--- src/rtl/rtc_hour_params.svh ---
/*
 constants of the hour counter block: offsets, fields, resets, timing.
 assumes a 32-bit classic wishbone bus and a 200 mhz sys_clk.
*/
`ifndef RTC_HOUR_PARAMS_SVH
`define RTC_HOUR_PARAMS_SVH

// ---------------------------------------------------------------
// register byte offsets
// ---------------------------------------------------------------
`define OFS_HOUR_COUNT 4'h0
`define OFS_CTRL 4'h4
`define OFS_IRQ_STATUS 4'h8
`define OFS_IRQ_MASK 4'hc

// ---------------------------------------------------------------
// field positions
// ---------------------------------------------------------------
`define POS_BUSY 7
`define POS_RSVD 6
`define POS_TWELVE 0
`define POS_EV_DONE 0
`define POS_EV_WRAP 1

// ---------------------------------------------------------------
// reset values
// ---------------------------------------------------------------
`define RST_TENS 2'h0
`define RST_ONES 4'h0
`define RST_TWELVE 1'h0
`define RST_IRQ 2'h0

// ---------------------------------------------------------------
// timing
// ---------------------------------------------------------------
// kept in ns so that every term fits a 32-bit integer
`define CLK_PERIOD_NS 5
`define UPD_TIME_NS 62500000
`define UPD_CYCLES (`UPD_TIME_NS / `CLK_PERIOD_NS)

`endif

--- src/rtl/rtc_hour_pkg.sv ---
/*
 types shared by the hour counter block.
 assumes rtc_hour_params.svh is compiled alongside.
*/
package rtc_hour_pkg;

   // ------------------------------------------------------------
   // hour value as two bcd digits
   // ------------------------------------------------------------
   typedef struct packed {
      logic [1:0] tens;
      logic [3:0] ones;
   } hour_s;

   // ------------------------------------------------------------
   // update sequencer
   // ------------------------------------------------------------
   typedef enum logic {
      UPD_IDLE,
      UPD_RUN
   } upd_e;

   // ------------------------------------------------------------
   // whole state of the block
   // ------------------------------------------------------------
   typedef struct packed {
      hour_s hour;
      logic twelve;
      upd_e upd;
      logic [23:0] upd_cnt;
      logic [1:0] irq_status;
      logic [1:0] irq_mask;
      logic ack;
      logic [31:0] dat;
   } state_s;

endpackage

--- src/rtl/rtc_hour_counter_read_guard.sv ---
/*
 hour counter of the real-time clock with its update-in-progress flag,
 wishbone register slave and masked interrupt.
 assumes minute_carry and update_start come from clock logic on sys_clk
 as one-cycle pulses; the bus master is a classic wishbone master.
*/
// Local design decisions: the Wishbone interface to the registers and the placing of the registers.
//
// Behaviour
// (RULE1) hour is bcd and steps only on the minute carry pulse
// (RULE2) range 00..11 in twelve-hour mode, 00..23 in 24-hour mode
// (RULE3) bit 7 reads 1 while the time update runs, else 0
// (RULE4) bit 6 always reads 0
// (RULE5) tens of hours in bits 5:4, writable, counts 0 to 2
// (RULE6) ones in bits 3:0, writable, 0 to 9, carry bumps tens
// (RULE7) update flag clears about 62.5 ms after it rises
// (RULE8) software reads time after seeing the update flag fall
// (RULE9) or after the clock interrupt with update flag seen 0
// (RULE10) or reads twice and keeps matching values
// (RULE11) at the top value a minute carry wraps the hour to 00
`timescale 1ns/10ps
`include "rtc_hour_params.svh"

module rtc_hour_counter_read_guard #(
   parameter int UPD_CYCLES = `UPD_CYCLES
)(
   input wire logic sys_clk,
   input wire logic rst_n,
   input wire logic wb_cyc_i,
   input wire logic wb_stb_i,
   input wire logic wb_we_i,
   input wire logic [3:0] wb_adr_i,
   input wire logic [3:0] wb_sel_i,
   input wire logic [31:0] wb_dat_i,
   output logic [31:0] wb_dat_o,
   output logic wb_ack_o,
   input wire logic minute_carry,
   input wire logic update_start,
   output logic update_in_progress_flag,
   output logic twelve_hour_sel,
   output logic clock_interrupt_request_flag
);

   // ------------------------------------------------------------
   // helpers
   // ------------------------------------------------------------

   // top of the range for the chosen format
   function automatic rtc_hour_pkg::hour_s hour_top(
      input logic twelve
   );
      rtc_hour_pkg::hour_s t;
      if (twelve)
      begin
         t.tens = 2'h1;
         t.ones = 4'h1;
      end
      else
      begin
         t.tens = 2'h2;
         t.ones = 4'h3;
      end
      return t;
   endfunction

   // one bcd step; an illegal ones digit carries like a nine
   function automatic rtc_hour_pkg::hour_s hour_step(
      input rtc_hour_pkg::hour_s h,
      input logic twelve
   );
      rtc_hour_pkg::hour_s n;
      n = h;
      if (h == hour_top(twelve))
      begin
         n.tens = 2'h0; // RULE11
         n.ones = 4'h0; // RULE11
      end
      else if (h.ones >= 4'h9)
      begin
         n.ones = 4'h0; // RULE6
         n.tens = h.tens + 2'h1; // RULE6
      end
      else
      begin
         n.ones = h.ones + 4'h1; // RULE6
      end
      return n;
   endfunction

   // true when the hour lies beyond the format's top
   function automatic logic hour_over(
      input rtc_hour_pkg::hour_s h,
      input logic twelve
   );
      rtc_hour_pkg::hour_s t;
      t = hour_top(twelve);
      return ({h.tens, h.ones} > {t.tens, t.ones});
   endfunction

   // byte-lane merge of the low byte
   function automatic logic [7:0] lane0(
      input logic [7:0] old_v,
      input logic [31:0] wr,
      input logic [3:0] sel
   );
      return sel[0] ? wr[7:0] : old_v;
   endfunction

   // ------------------------------------------------------------
   // state
   // ------------------------------------------------------------
   rtc_hour_pkg::state_s st_r;
   rtc_hour_pkg::state_s st_nxt;

   logic req;
   logic rd_go;
   logic wr_go;
   logic ev_done;
   logic ev_wrap;
   logic [7:0] hour_byte;
   logic [7:0] wr_byte;
   logic [7:0] ctrl_byte;
   logic [23:0] upd_last;

   assign req = wb_cyc_i & wb_stb_i;
   // answer one cycle after the strobe, ack low in between
   assign rd_go = req & ~st_r.ack & ~wb_we_i;
   assign wr_go = req & ~st_r.ack & wb_we_i;
   // a parameter is 32 bits; the counter is 24
   assign upd_last = 24'(UPD_CYCLES - 1);

   // hour register image seen by software
   always_comb
   begin
      hour_byte = 8'h00;
      hour_byte[`POS_BUSY] = (st_r.upd == rtc_hour_pkg::UPD_RUN); // RULE3
      hour_byte[`POS_RSVD] = 1'b0; // RULE4
      hour_byte[5:4] = st_r.hour.tens; // RULE5
      hour_byte[3:0] = st_r.hour.ones; // RULE6
   end

   always_comb
   begin
      ctrl_byte = 8'h00;
      ctrl_byte[`POS_TWELVE] = st_r.twelve;
   end

   // ------------------------------------------------------------
   // next state
   // ------------------------------------------------------------
   always_comb
   begin
      st_nxt = st_r;
      ev_done = 1'b0;
      ev_wrap = 1'b0;
      wr_byte = 8'h00;

      // update sequencer
      case (st_r.upd)
         rtc_hour_pkg::UPD_IDLE:
         begin
            if (update_start)
            begin
               st_nxt.upd = rtc_hour_pkg::UPD_RUN; // RULE3
               st_nxt.upd_cnt = 24'h000000;
            end
         end
         rtc_hour_pkg::UPD_RUN:
         begin
            // restart requests while running are ignored
            if (st_r.upd_cnt >= upd_last)
            begin
               st_nxt.upd = rtc_hour_pkg::UPD_IDLE; // RULE7
               st_nxt.upd_cnt = 24'h000000;
               ev_done = 1'b1;
            end
            else
            begin
               st_nxt.upd_cnt = st_r.upd_cnt + 24'h000001; // RULE7
            end
         end
         default:
         begin
            st_nxt.upd = rtc_hour_pkg::UPD_IDLE;
            st_nxt.upd_cnt = 24'h000000;
         end
      endcase

      // hour counting; a software write in the same cycle wins
      if (minute_carry)
      begin
         st_nxt.hour = hour_step(st_r.hour, st_r.twelve); // RULE1
         ev_wrap = (st_r.hour == hour_top(st_r.twelve)); // RULE11
      end

      // a count left beyond the range after a format change
      // is pulled back to 00 at the next carry
      if (minute_carry && hour_over(st_r.hour, st_r.twelve))
      begin
         st_nxt.hour.tens = 2'h0; // RULE2
         st_nxt.hour.ones = 4'h0; // RULE2
         ev_wrap = 1'b1;
      end

      // bus slave
      st_nxt.ack = req & ~st_r.ack;
      if (rd_go)
      begin
         case (wb_adr_i)
            `OFS_HOUR_COUNT:
               st_nxt.dat = {24'h000000, hour_byte};
            `OFS_CTRL:
               st_nxt.dat = {24'h000000, ctrl_byte};
            `OFS_IRQ_STATUS:
               st_nxt.dat = {30'h0, st_r.irq_status};
            `OFS_IRQ_MASK:
               st_nxt.dat = {30'h0, st_r.irq_mask};
            default:
               st_nxt.dat = 32'h00000000;
         endcase
      end
      else
      begin
         st_nxt.dat = 32'h00000000;
      end

      if (wr_go)
      begin
         case (wb_adr_i)
            `OFS_HOUR_COUNT:
            begin
               wr_byte = lane0(hour_byte, wb_dat_i, wb_sel_i);
               // busy and reserved bits are not writable
               st_nxt.hour.tens = wr_byte[5:4]; // RULE5
               st_nxt.hour.ones = wr_byte[3:0]; // RULE6
            end
            `OFS_CTRL:
            begin
               wr_byte = lane0(ctrl_byte, wb_dat_i, wb_sel_i);
               st_nxt.twelve = wr_byte[`POS_TWELVE]; // RULE2
            end
            `OFS_IRQ_MASK:
            begin
               wr_byte = lane0({6'h00, st_r.irq_mask}, wb_dat_i,
                  wb_sel_i);
               st_nxt.irq_mask = wr_byte[1:0];
            end
            default:
            begin
               wr_byte = 8'h00;
            end
         endcase
      end

      // sticky events; read clears, a new event wins over it
      if (rd_go && (wb_adr_i == `OFS_IRQ_STATUS))
      begin
         st_nxt.irq_status = 2'h0;
      end
      if (ev_done)
      begin
         st_nxt.irq_status[`POS_EV_DONE] = 1'b1; // RULE9
      end
      if (ev_wrap)
      begin
         st_nxt.irq_status[`POS_EV_WRAP] = 1'b1;
      end
   end

   // ------------------------------------------------------------
   // registers
   // ------------------------------------------------------------
   always_ff @(posedge sys_clk or negedge rst_n)
   begin
      if (!rst_n)
      begin
         st_r.hour.tens <= `RST_TENS;
         st_r.hour.ones <= `RST_ONES;
         st_r.twelve <= `RST_TWELVE;
         st_r.upd <= rtc_hour_pkg::UPD_IDLE;
         st_r.upd_cnt <= 24'h000000;
         st_r.irq_status <= `RST_IRQ;
         st_r.irq_mask <= `RST_IRQ;
         st_r.ack <= 1'b0;
         st_r.dat <= 32'h00000000;
      end
      else
      begin
         st_r <= st_nxt;
      end
   end

   // ------------------------------------------------------------
   // outputs
   // ------------------------------------------------------------
   assign wb_ack_o = st_r.ack;
   assign wb_dat_o = st_r.dat;
   assign update_in_progress_flag =
      (st_r.upd == rtc_hour_pkg::UPD_RUN); // RULE3
   assign twelve_hour_sel = st_r.twelve;
   // level: high while any unmasked sticky bit stands
   assign clock_interrupt_request_flag =
      |(st_r.irq_status & st_r.irq_mask); // RULE9

endmodule // rtc_hour_counter_read_guard

--- config.mk ---
export PLATFORM = sky130hd
export DESIGN_NAME = rtc_hour_counter_read_guard
export DESIGN_NICKNAME = d
export VERILOG_FILES = /design/src/rtl/rtc_hour_pkg.sv /design/src/rtl/rtc_hour_counter_read_guard.sv
export VERILOG_INCLUDE_DIRS = /design/src /design/src/rtl
export SDC_FILE = /design/constraint.sdc
export NUM_CORES = 1
export LEC_CHECK = 0
export CAP_MARGIN = 0
export CORE_AREA = 2 2 64 91
export CTS_BUF_LIST = sky130_fd_sc_hd__clkbuf_16
export CTS_CLUSTER_DIAMETER = 80
export DETAILED_ROUTE_END_ITERATION = 7
export DIE_AREA = 0 0 66 93
export DONT_BUFFER_PORTS = 1
export GPL_TIMING_DRIVEN = 0
export PLACE_DENSITY = 0.67
export SLEW_MARGIN = 5
export SYNTH_ARGS = -nofsm -noshare
export SYNTH_HDL_FRONTEND = slang
export SYNTH_SLANG_ARGS = --single-unit
--- constraint.sdc ---
create_clock -name sys_clk -period 4.8 [get_ports sys_clk]
set_input_delay 0.24 -clock sys_clk [delete_from_list [all_inputs] [get_ports sys_clk]]
set_output_delay 0.24 -clock sys_clk [all_outputs]
set_load 0.01 [all_outputs]
---- Yosys cells after proc, flatten, opt, wreduce, memory -nomap -nowiden ----
Index checks and enable logic that the tools add are counted.
storage, ports and cells
  RAM bits ................................ 0
  register bits ........................... 69
  memories kept ........................... 0
  input bits .............................. 47
  bits in read-only memories .............. 0
  bits in latches ......................... 0
cells by class
  reduce and logical (&&, ||, !) cells .... 8
  add/sub/neg operators ................... 3
  div/mod/pow operators ................... 0
  muxes and demuxes ....................... 25
  order comparisons ....................... 3
  multiply operators ...................... 0
  shift-type cells ........................ 0
  bitwise gates (word level) .............. 8
  equal/unequal tests ..................... 6
operators by type and width
  operator                                              number
  one-hot mux 25 bit (2 select lines)                   1
  two-way mux 6 bit                                     7
  two-way mux 32 bit                                    1
  one-hot mux 8 bit (4 select lines)                    1
  two-way mux 25 bit                                    1
  adder 24 x 1 -> 24 bit (second input constant)        1
  >= comparator 24 bit (second input constant)          1
  two-way mux 24 bit                                    1
  two-way mux 1 bit                                     9
  equality test 4 bit (second input constant)           2
  two-way mux 7 bit                                     1
  equality test 6 bit                                   1
  > comparator 6 bit                                    1
  AND reduction 3 bit                                   2
  adder 4 x 1 -> 4 bit (second input constant)          1
  bitwise AND 1 bit                                     4
  equality test 4 x 3 -> 1 bit (second input constant)  1
  >= comparator 4 bit (second input constant)           1
  logical NOT 4 bit                                     1
  two-way mux 2 bit                                     2
  two-way mux 4 bit                                     1
  nonzero test 2 bit                                    2
  != test 3 bit (second input constant)                 1
  inverter 1 bit                                        3
  5 further kinds                                       6

---- Longest topological paths before layout ----
Gate-level depths: netlist (run 1).
  word-level depth ........................ 8
  depth in mapped cells ................... 8

---- Worst setup path after synthesis (run 1) ----
OpenSTA, ideal clock, no wires.
  path kind ............................... register -> register
  from .................................... register st_r[37] (netlist bit)
  to ...................................... register st_r[50] (netlist bit)
  slack ................................... 2,939 ps
  arrival time ............................ 1,722 ps
  cell stages (with the launch flop) ...... 9
  buffers on the path ..................... 2
  setup time .............................. 138 ps
  period minus slack after synthesis ...... 1,861 ps
  path through ............................ dfrtp_1 -> ha_1 -> nand4_1 -> and4_1 -> a221o_1 -> buf_6 -> buf_6 -> a41oi_1 -> a31oi_1
between the ends
  longest elaborated chain between the ends .. 3
  elaborated cells on any way between the ends .. 4
  those cells by class .................... 1 x add/sub; 1 x order compare; 2 x mux
RTL lines
  what                                                                   line                                                                    RTL
  start, declared                                                        rtc_hour_counter_read_guard.sv:112                                      rtc_hour_pkg::state_s st_r;
  start signal, assigned                                                 rtc_hour_counter_read_guard.sv:289                                      st_r <= st_nxt;
  adder 24 x 1 -> 24 bit / >= comparator 24 bit (equally long branches)  rtc_hour_counter_read_guard.sv:179, rtc_hour_counter_read_guard.sv:171
  two-way mux 24 bit *                                                   rtc_hour_counter_read_guard.sv:171                                      if (st_r.upd_cnt >= upd_last)
  one-hot mux 25 bit (2 select lines) *                                  rtc_hour_counter_read_guard.sv:159                                      case (st_r.upd)
Mark *: on every way between the ends. The rest lies on a longest branch, timed or not.
A chain may end at the register's enable or synchronous reset.

---- Worst setup path after layout (run 1) ----
  from .................................... register st_r, in the netlist twelve_hour_sel
  to ...................................... register st_r, in the netlist hour_byte[4]
between the ends
  longest elaborated chain between the ends .. 8
  elaborated cells on any way between the ends .. 10
  those cells by class .................... 1 x order compare; 1 x eq/ne; 7 x mux; 1 x reduce/logical
RTL lines
  what                 line                                RTL
  two-way mux 6 bit *  rtc_hour_counter_read_guard.sv:53   if (twelve)
  two-way mux 6 bit    rtc_hour_counter_read_guard.sv:190  if (minute_carry)
  equality test 6 bit  rtc_hour_counter_read_guard.sv:73   if (h == hour_top(twelve))
  two-way mux 6 bit    rtc_hour_counter_read_guard.sv:73
  two-way mux 6 bit    rtc_hour_counter_read_guard.sv:190
  two-way mux 6 bit *  rtc_hour_counter_read_guard.sv:198  if (minute_carry && hour_over(st_r.hour, st_r.twelve))
  two-way mux 6 bit    rtc_hour_counter_read_guard.sv:229  case (wb_adr_i)
  two-way mux 7 bit *  rtc_hour_counter_read_guard.sv:227  if (wr_go)
Mark *: on every way between the ends. The rest lies on a longest branch, timed or not. The select of a mux whose other input is x is not followed.

==> results of run 1 <==
synthesized netlist by cell type, types with 6 or more instances:
cell type	instances
a21oi_1	16
a31oi_1	20
and2_1	7
buf_4	35
dfrtp_1	44
ha_1	7
inv_1	9
mux2i_1	6
nand2_1	24
nand2b_1	6
nand3_1	12
nand4_1	10
nor2_1	15
nor3_1	6
o21ai_0	14
worst reg2reg max path, stage by stage, from the launching register on:
cell and delay [ns]:
dfrtp_1 0.49, inv_1 0.11, ha_1 0.23, nor4_1 0.23, a21oi_1 0.10, o21ai_0 0.58
o21ai_0 0.37, o21ai_0 0.26
logic make-up (layout without fill, tap and decap cells):
| group | Yosys count | count (layout) | synth area share (%) |
|---|---|---|---|
| compound gates | 80 | 80 | 19.7 |
| other cells | 1 | 25 | 0.136 |
| buf+inv | 55 | 65 | 13.2 |
| mux | 10 | 10 | 4.23 |
| flops | 44 | 44 | 40.0 |
| simple gates | 99 | 99 | 19.5 |
| fa+ha+maj | 7 | 7 | 3.18 |
final cells by class:
type | instances | area [µm²] | share of cell area (%)
plain buffers | 46 | 330 | 10.5
inverters | 9 | 33.8 | 1.08
flip-flops and latches | 44 | 1100 | 35.1
multi-input cells | 221 | 1380 | 44.0
well taps | 68 | 85.1 | 2.72
clock inverters | 3 | 42.5 | 1.36
clock buffers | 5 | 125 | 3.99
repair buffers | 2 | 37.5 | 1.20
metal layers:
metal / vias up / global-route usage [%]
met3: 8 / 4.45
li1: 1102 / -
met1: 1089 / 25.7
met5: - / 0
met2: 49 / 39.4
met4: 0 / 7.48
flip-flops by register name, indices dropped and copies added (netlist names):
| register | cells |
|---|---|
| hour_byte | 6 |
| wb_dat_o | 7 |
| update_in_progress_flag | 1 |
| twelve_hour_sel | 1 |
| wb_ack_o | 1 |
| st_r | 28 |
metrics by stage:
stage | util, % | setup slack, ns | cells | power (mW) | area (µm²)
2_1_floorplan | - | 2.94 | 320 | 0.798 | 2840
3_3_place_gp | 54.6 | 2.44 | 388 | 0.866 | 2930
3_5_place_dp | 54.6 | 2.37 | 388 | 0.878 | 2930
4_1_cts | 58.4 | 2.34 | 398 | 1.27 | 3130
5_1_grt | 58.4 | 2.07 | 398 | 1.35 | 3130
6_report | 58.4 | 2.36 | 398 | 1.27 | 3130
worst paths after layout:
check,from,end,cells after the start,slack (ns)
max in group asynchronous,rst_n,st_r[47]$_DFFE_PN0P_,2,4.12
min in group asynchronous,rst_n,hour_byte[3]$_DFFE_PN0P_,2,0.48
max reg2reg,twelve_hour_sel$_DFFE_PN0P_,hour_byte[4]$_DFFE_PN0P_,7,2.36
max,twelve_hour_sel$_DFFE_PN0P_,hour_byte[4]$_DFFE_PN0P_,7,2.36
min,wb_we_i,wb_dat_o[1]$_DFF_PN0_,1,0.02
min reg2reg,st_r[57]$_DFFE_PN0P_,st_r[57]$_DFFE_PN0P_,1,0.48
layout by cell type, fill, tap and decap left out, types with 10 or more instances in the layout:
| cell type | count |
|---|---|
| nor2_1 | 15 |
| conb_1 | 25 |
| buf_4 | 35 |
| a31oi_1 | 20 |
| o21ai_0 | 14 |
| dfrtp_1 | 44 |
| nand2_1 | 24 |
| a21oi_1 | 16 |
| nand4_1 | 10 |
| nand3_1 | 12 |
power groups by stage:
stage | sequential (mW) | combinational (mW) | clock [mW]
floorplan | 0.523 | 0.275 | 0
global placement | 0.550 | 0.315 | 0
detailed placement | 0.554 | 0.324 | 0
CTS | 0.547 | 0.337 | 0.389
global route | 0.563 | 0.386 | 0.405
finish | 0.550 | 0.337 | 0.385
==> summary.txt, run 1 <==
Clock tree
  • CTS buffer count: 5
  • Resized cells post-CTS: 0
  • CTS Root Cell: clkbuf_16
  • Worst-skew pair later-pin latency: approximately 0.29 ns
  • CTS Hold Bufs: 2
  • CTS sink count: between 40 and 50
  • Clk slew on worst S/H paths: 0.06 ns
  • Setup bufs post-CTS: 0
  • CTS H-Tree Depth: 2
  • TritonCTS clock tree: built
  • CTS Buffer Depth: 2

Pwr
  • Sw frac: between 30% and 40%
  • Logic pwr share: about a quarter
  • P_leak: ~1.5 nW
  • Peak supply drop: roughly 0.21 mV
  • PD cells: ~410 nW/µm²
  • Internal: between 800 and 900 µW
  • Clock power share: between 30% and 40%
  • Reg power frac: a little over two fifths
  • P_sw: 425 µW

Timing
  • Post-route clock period utilization: between 50% and 60%
  • Final min period: 2.44 ns
  • Slew Limit Fails: 0
  • Max Freq: between 0.4 and 0.5 GHz
  • Final Skew: ~0.0059 ns
  • Worst-Margin Slew: between 0.7 and 0.8 ns
  • Fin. Hold Viols: 0
  • WHS: between 0.015 and 0.02 ns
  • Max-slew headroom: roughly 50%
  • Total negative setup slack: 0 ns
  • RSZ-0062 raised after global routing: false
  • Final setup fails: 0

GRT
  • Maximum number of pins on one net before global-route repair: 45
  • Initial antenna violation count: 0
  • GR Util All Layers: between 20% and 30%
  • First-pass GRT wire length: 10500 µm
  • Vias in the first global route: 2222
  • Gr ovfl total: 0

Placement
  • Post-DP HPWL: 4410 µm
  • Final GP Congestion: 0.849
  • I/O Buffers: 0

Route
  • Initial drt markers: ~130
  • Via density per instance: about 5.6
  • WL final: between 6000 and 7000 µm
  • Met3 routed WL: between 200 and 250 µm
  • Via count: around 2200
  • Routed wl met2: ~3300 µm
  • WL met1: 2490 µm
  • Detail Route Antenna Nets: 0
  • # DRC: 0
  • Uppermost layer routed: met4
  • Pre-Repair DR Iteration Count: 4
  • Post-DR wirelength/cell: 15.5 µm

Floorplanning
  • Die X: roughly 66 µm
  • # rows: 32
  • Full die area: between 6000 and 7000 µm²
  • Die Ht: roughly 93 µm
  • # IOs: slightly above 80
  • Core Region: roughly 5400 µm²
  • Starting Density: 51.3%

Layout
  • Number of diodes: 0
  • Filler cells: between 500 and 600
  • Area added between synthesis and finish: 13.8%
  • Share of layout cells above drive strength 1: 19.4%
  • Final Net Count: approximately 380

Critical path
  • CP endpoint kind: flip-flop
  • Most used cell, CP: o21ai_0
  • Setup CP Type: reg2reg
  • Critical path data arrival time: around 2.6 ns
  • CP Cell Sequence: inv_1, ha_1, nor4_1, a21oi_1, o21ai_0, o21ai_0, o21ai_0
  • Slowest-stage cell, CP: o21ai_0
  • CP max FO: 6
  • Top cell family by delay on the critical path: compound AO/OA/AOI/OAI gates
  • Required time worst endpoint: about 5 ns
  • Worst setup SP type: flip-flop
  • Slowest cell delay on critical path: a little under 0.6 ns
  • Crit path buffers/inverters: 1

Synthesis
  • Synthesized area: about 2800 µm²
  • Sequential area share after synthesis: 40.0%
  • Synth cell types: 52
  • Warning count from the yosys run: 0
  • Area leader, netlist: dfrtp_1
  • Mean post-synth cell area: a little over 9 µm²
  • Post-synth top flop: dfrtp_1
  • Area contributors post-synth: dfrtp_1 (40%), buf_4 (9.5%), a31oi_1 (4.5%)
  • Top-area cell type share of the netlist area: roughly two fifths
  • #FFs+latches synth: 44
  • EDFF count, synth: 0
  • Cells after synthesis: ~300
  • Ys async rst share: 100%

Run status
  • Status: finished clean

Job
  • Max-cap violations: 0

Worst hold path
  • Hold Crit Class: in2reg
(Power assumes the default switching activity.)
==> inputs of run 2 (changes only) <==
clock period = 2.45 ns   (was 4.8 ns; I/O delays follow)
==> summary.txt, run 2 (synthesized netlist as in run 1, its figures left out) <==
Layout
  • Reg with most FFs: st_r
  • Number of diodes: 0 (unchanged)
  • Max reg flops: 28 (unchanged)
  • Share of layout cells above drive strength 1: 19.5% (+0.13 points)
  • Final Util: 59.0% (+0.63 points)
  • Filler cells: 511 (-0.58%)
  • Most common cell after layout, fill and taps aside: dfrtp_1
  • Area added between synthesis and finish: 15.0%
  • Final Net Count: 386 (+0.78%)
  • Most frequent cells in the layout: dfrtp_1 (44), buf_4 (35), conb_1 (25)

Critical path
  • Most used cell, CP: buf_6
  • CP max FO: 10 (+4)
  • Slowest-stage cell, CP: dfrtp_1
  • Setup CP Type: reg2reg
  • Slowest cell delay on critical path: 0.41 ns (-0.17 ns)
  • Top cell family by delay on the critical path: compound AO/OA/AOI/OAI gates
  • Worst setup SP type: flip-flop
  • CP endpoint kind: flip-flop
  • Required time worst endpoint: 2.59 ns (-2.41 ns)
  • Critical path data arrival time: 2.30 ns (-0.34 ns)
  • CP Cell Sequence: ha_1, nand4_1, and4_1, a221o_1, buf_6, buf_6, a41oi_1, a31oi_1
  • Crit path buffers/inverters: 2 (+1)

Placement
  • Final GP Congestion: 0.849 (unchanged)
  • Post-DP HPWL: 4410 µm (unchanged)
  • I/O Buffers: 0 (unchanged)

Timing
  • Total negative setup slack: 0 ns (unchanged)
  • Max Freq: 0.463 GHz (+13%)
  • Final Skew: 0.00701 ns (+0.00109 ns)
  • Final min period: 2.16 ns (-0.277 ns)
  • Worst-Margin Slew: 0.766 ns (+0.00727 ns)
  • Final setup fails: 0 (unchanged)
  • Slew Limit Fails: 0 (unchanged)
  • Max-slew headroom: 48.5% (-0.49 points)
  • Fin. Hold Viols: 0 (unchanged)
  • RSZ-0062 raised after global routing: false
  • Post-route clock period utilization: 88.2% (+37 points)

Route
  • Post-DR wirelength/cell: 15.3 µm (-0.86%)
  • Initial drt markers: 129 (-1.5%)
  • Detail Route Antenna Nets: 0 (unchanged)
  • Via density per instance: 5.62 (-0.57%)
  • WL final: 6150 µm (-0.11%)
  • Via count: 2252 (+0.18%)
  • Pre-Repair DR Iteration Count: 4 (unchanged)
  • # DRC: 0 (unchanged)

Job
  • Max-cap violations: 0 (unchanged)

GRT
  • Initial antenna violation count: 0 (unchanged)
  • GR Util All Layers: 22.0% (unchanged)
  • First-pass GRT wire length: 10500 µm (-0.13%)
  • Maximum number of pins on one net before global-route repair: 45 (unchanged)
  • Vias in the first global route: 2242 (+0.90%)
  • Gr ovfl total: 0 (unchanged)

Floorplanning
  • # IOs: 83 (unchanged)
  • Die Ht: 93 µm (unchanged)
  • # rows: 32 (unchanged)
  • Core Region: 5370 µm² (unchanged)
  • Starting Density: 51.3% (unchanged)
  • Die X: 66 µm (unchanged)
  • Full die area: 6140 µm² (unchanged)

Clock tree
  • Clk slew on worst S/H paths: 0.06 ns (about the same)
  • TritonCTS clock tree: built
  • CTS Buffer Depth: 2 (unchanged)
  • CTS H-Tree Depth: 2 (unchanged)
  • CTS buffer count: 5 (unchanged)
  • CTS Root Cell: clkbuf_16
  • Worst-skew pair later-pin latency: 0.29 ns (about the same)
  • CTS sink count: 44 (unchanged)

Pwr
  • Peak supply drop: 0.403 mV (+97%)
  • PD cells: 791 nW/µm² (+95%)
  • P_leak: 1.49 nW (+0.89%)
  • Pwr Total: 2.50 mW (+97%)

Worst hold path
  • Hold Crit Class: in2reg

Run status
  • Status: finished clean
## run 2: cell types whose count changed in the layout (fill, tap and decap cells not counted), sizes merged
cell / delta
dlygate4sd3: +3
## run 2: metal layers
metal	track usage (%)	vias to the layer above	routed length, µm
li1	-	1107	-
met1	25.6	1080	2450
met2	39.6	58	3340
met3	4.33	7	260
met4	7.48	0	95
met5	0	-	0
## run 2: cell type report
type,count,area (µm²),area share [%]
clock buffer,5,125,3.95
tap,68,85.1,2.69
inverter,9,33.8,1.07
timing repair buffer,5,67.6,2.13
sequential,44,1100,34.8
buffer,46,330,10.4
multi-input combinational,221,1380,43.6
clock inverter,3,42.5,1.34
## run 2: final timing paths
path | startpoint | end | slack, ns | cells past startpoint
setup / recovery | st_r[37]$_DFFE_PN0P_ | st_r[50]$_DFFE_PN0P_ | 0.29 | 8
hold / removal | wb_dat_i[1] | hour_byte[1]$_DFFE_PN0P_ | 0.05 | 2
setup reg to reg | st_r[37]$_DFFE_PN0P_ | st_r[50]$_DFFE_PN0P_ | 0.29 | 8
hold reg to reg | st_r[57]$_DFFE_PN0P_ | st_r[57]$_DFFE_PN0P_ | 0.48 | 1
max in group asynchronous | rst_n | st_r[47]$_DFFE_PN0P_ | 1.89 | 2
min in group asynchronous | rst_n | hour_byte[3]$_DFFE_PN0P_ | 0.36 | 2
## run 2: timing repair
item / CTS / global route
hold endpoints to repair: 49 / 0
setup buffers: 0 / 0
setup endpoints to repair: 1 / 3
hold buffers: 5 / 0
resized for setup: 1 / 1
## run 2: metrics by stage
stage / setup slack, ns / instances / instance area [µm²] / hold WS, ns
finish: 0.290 / 401 / 3170 / 0.0506
global route: 0.109 / 401 / 3170 / 0.0793
detailed placement: 0.0178 / 388 / 2930 / -0.172
CTS: 0.237 / 401 / 3160 / 0.0478
global placement: 0.0883 / 388 / 2930 / -0.172
floorplan: 0.589 / 320 / 2840 / -0.173
## run 2: report_power, final
part	switching (mW)	internal [mW]
clock	0.281	0.479
sequential	0.202	0.876
combinational	0.354	0.312
total	0.837	1.67
## run 2: worst reg2reg max path, stage by stage (launching register included)
cell	delay, ns
dfrtp_1	0.41
ha_1	0.26
nand4_1	0.24
and4_1	0.27
a221o_1	0.27
buf_6	0.15
buf_6	0.14
a41oi_1	0.21
a31oi_1	0.06
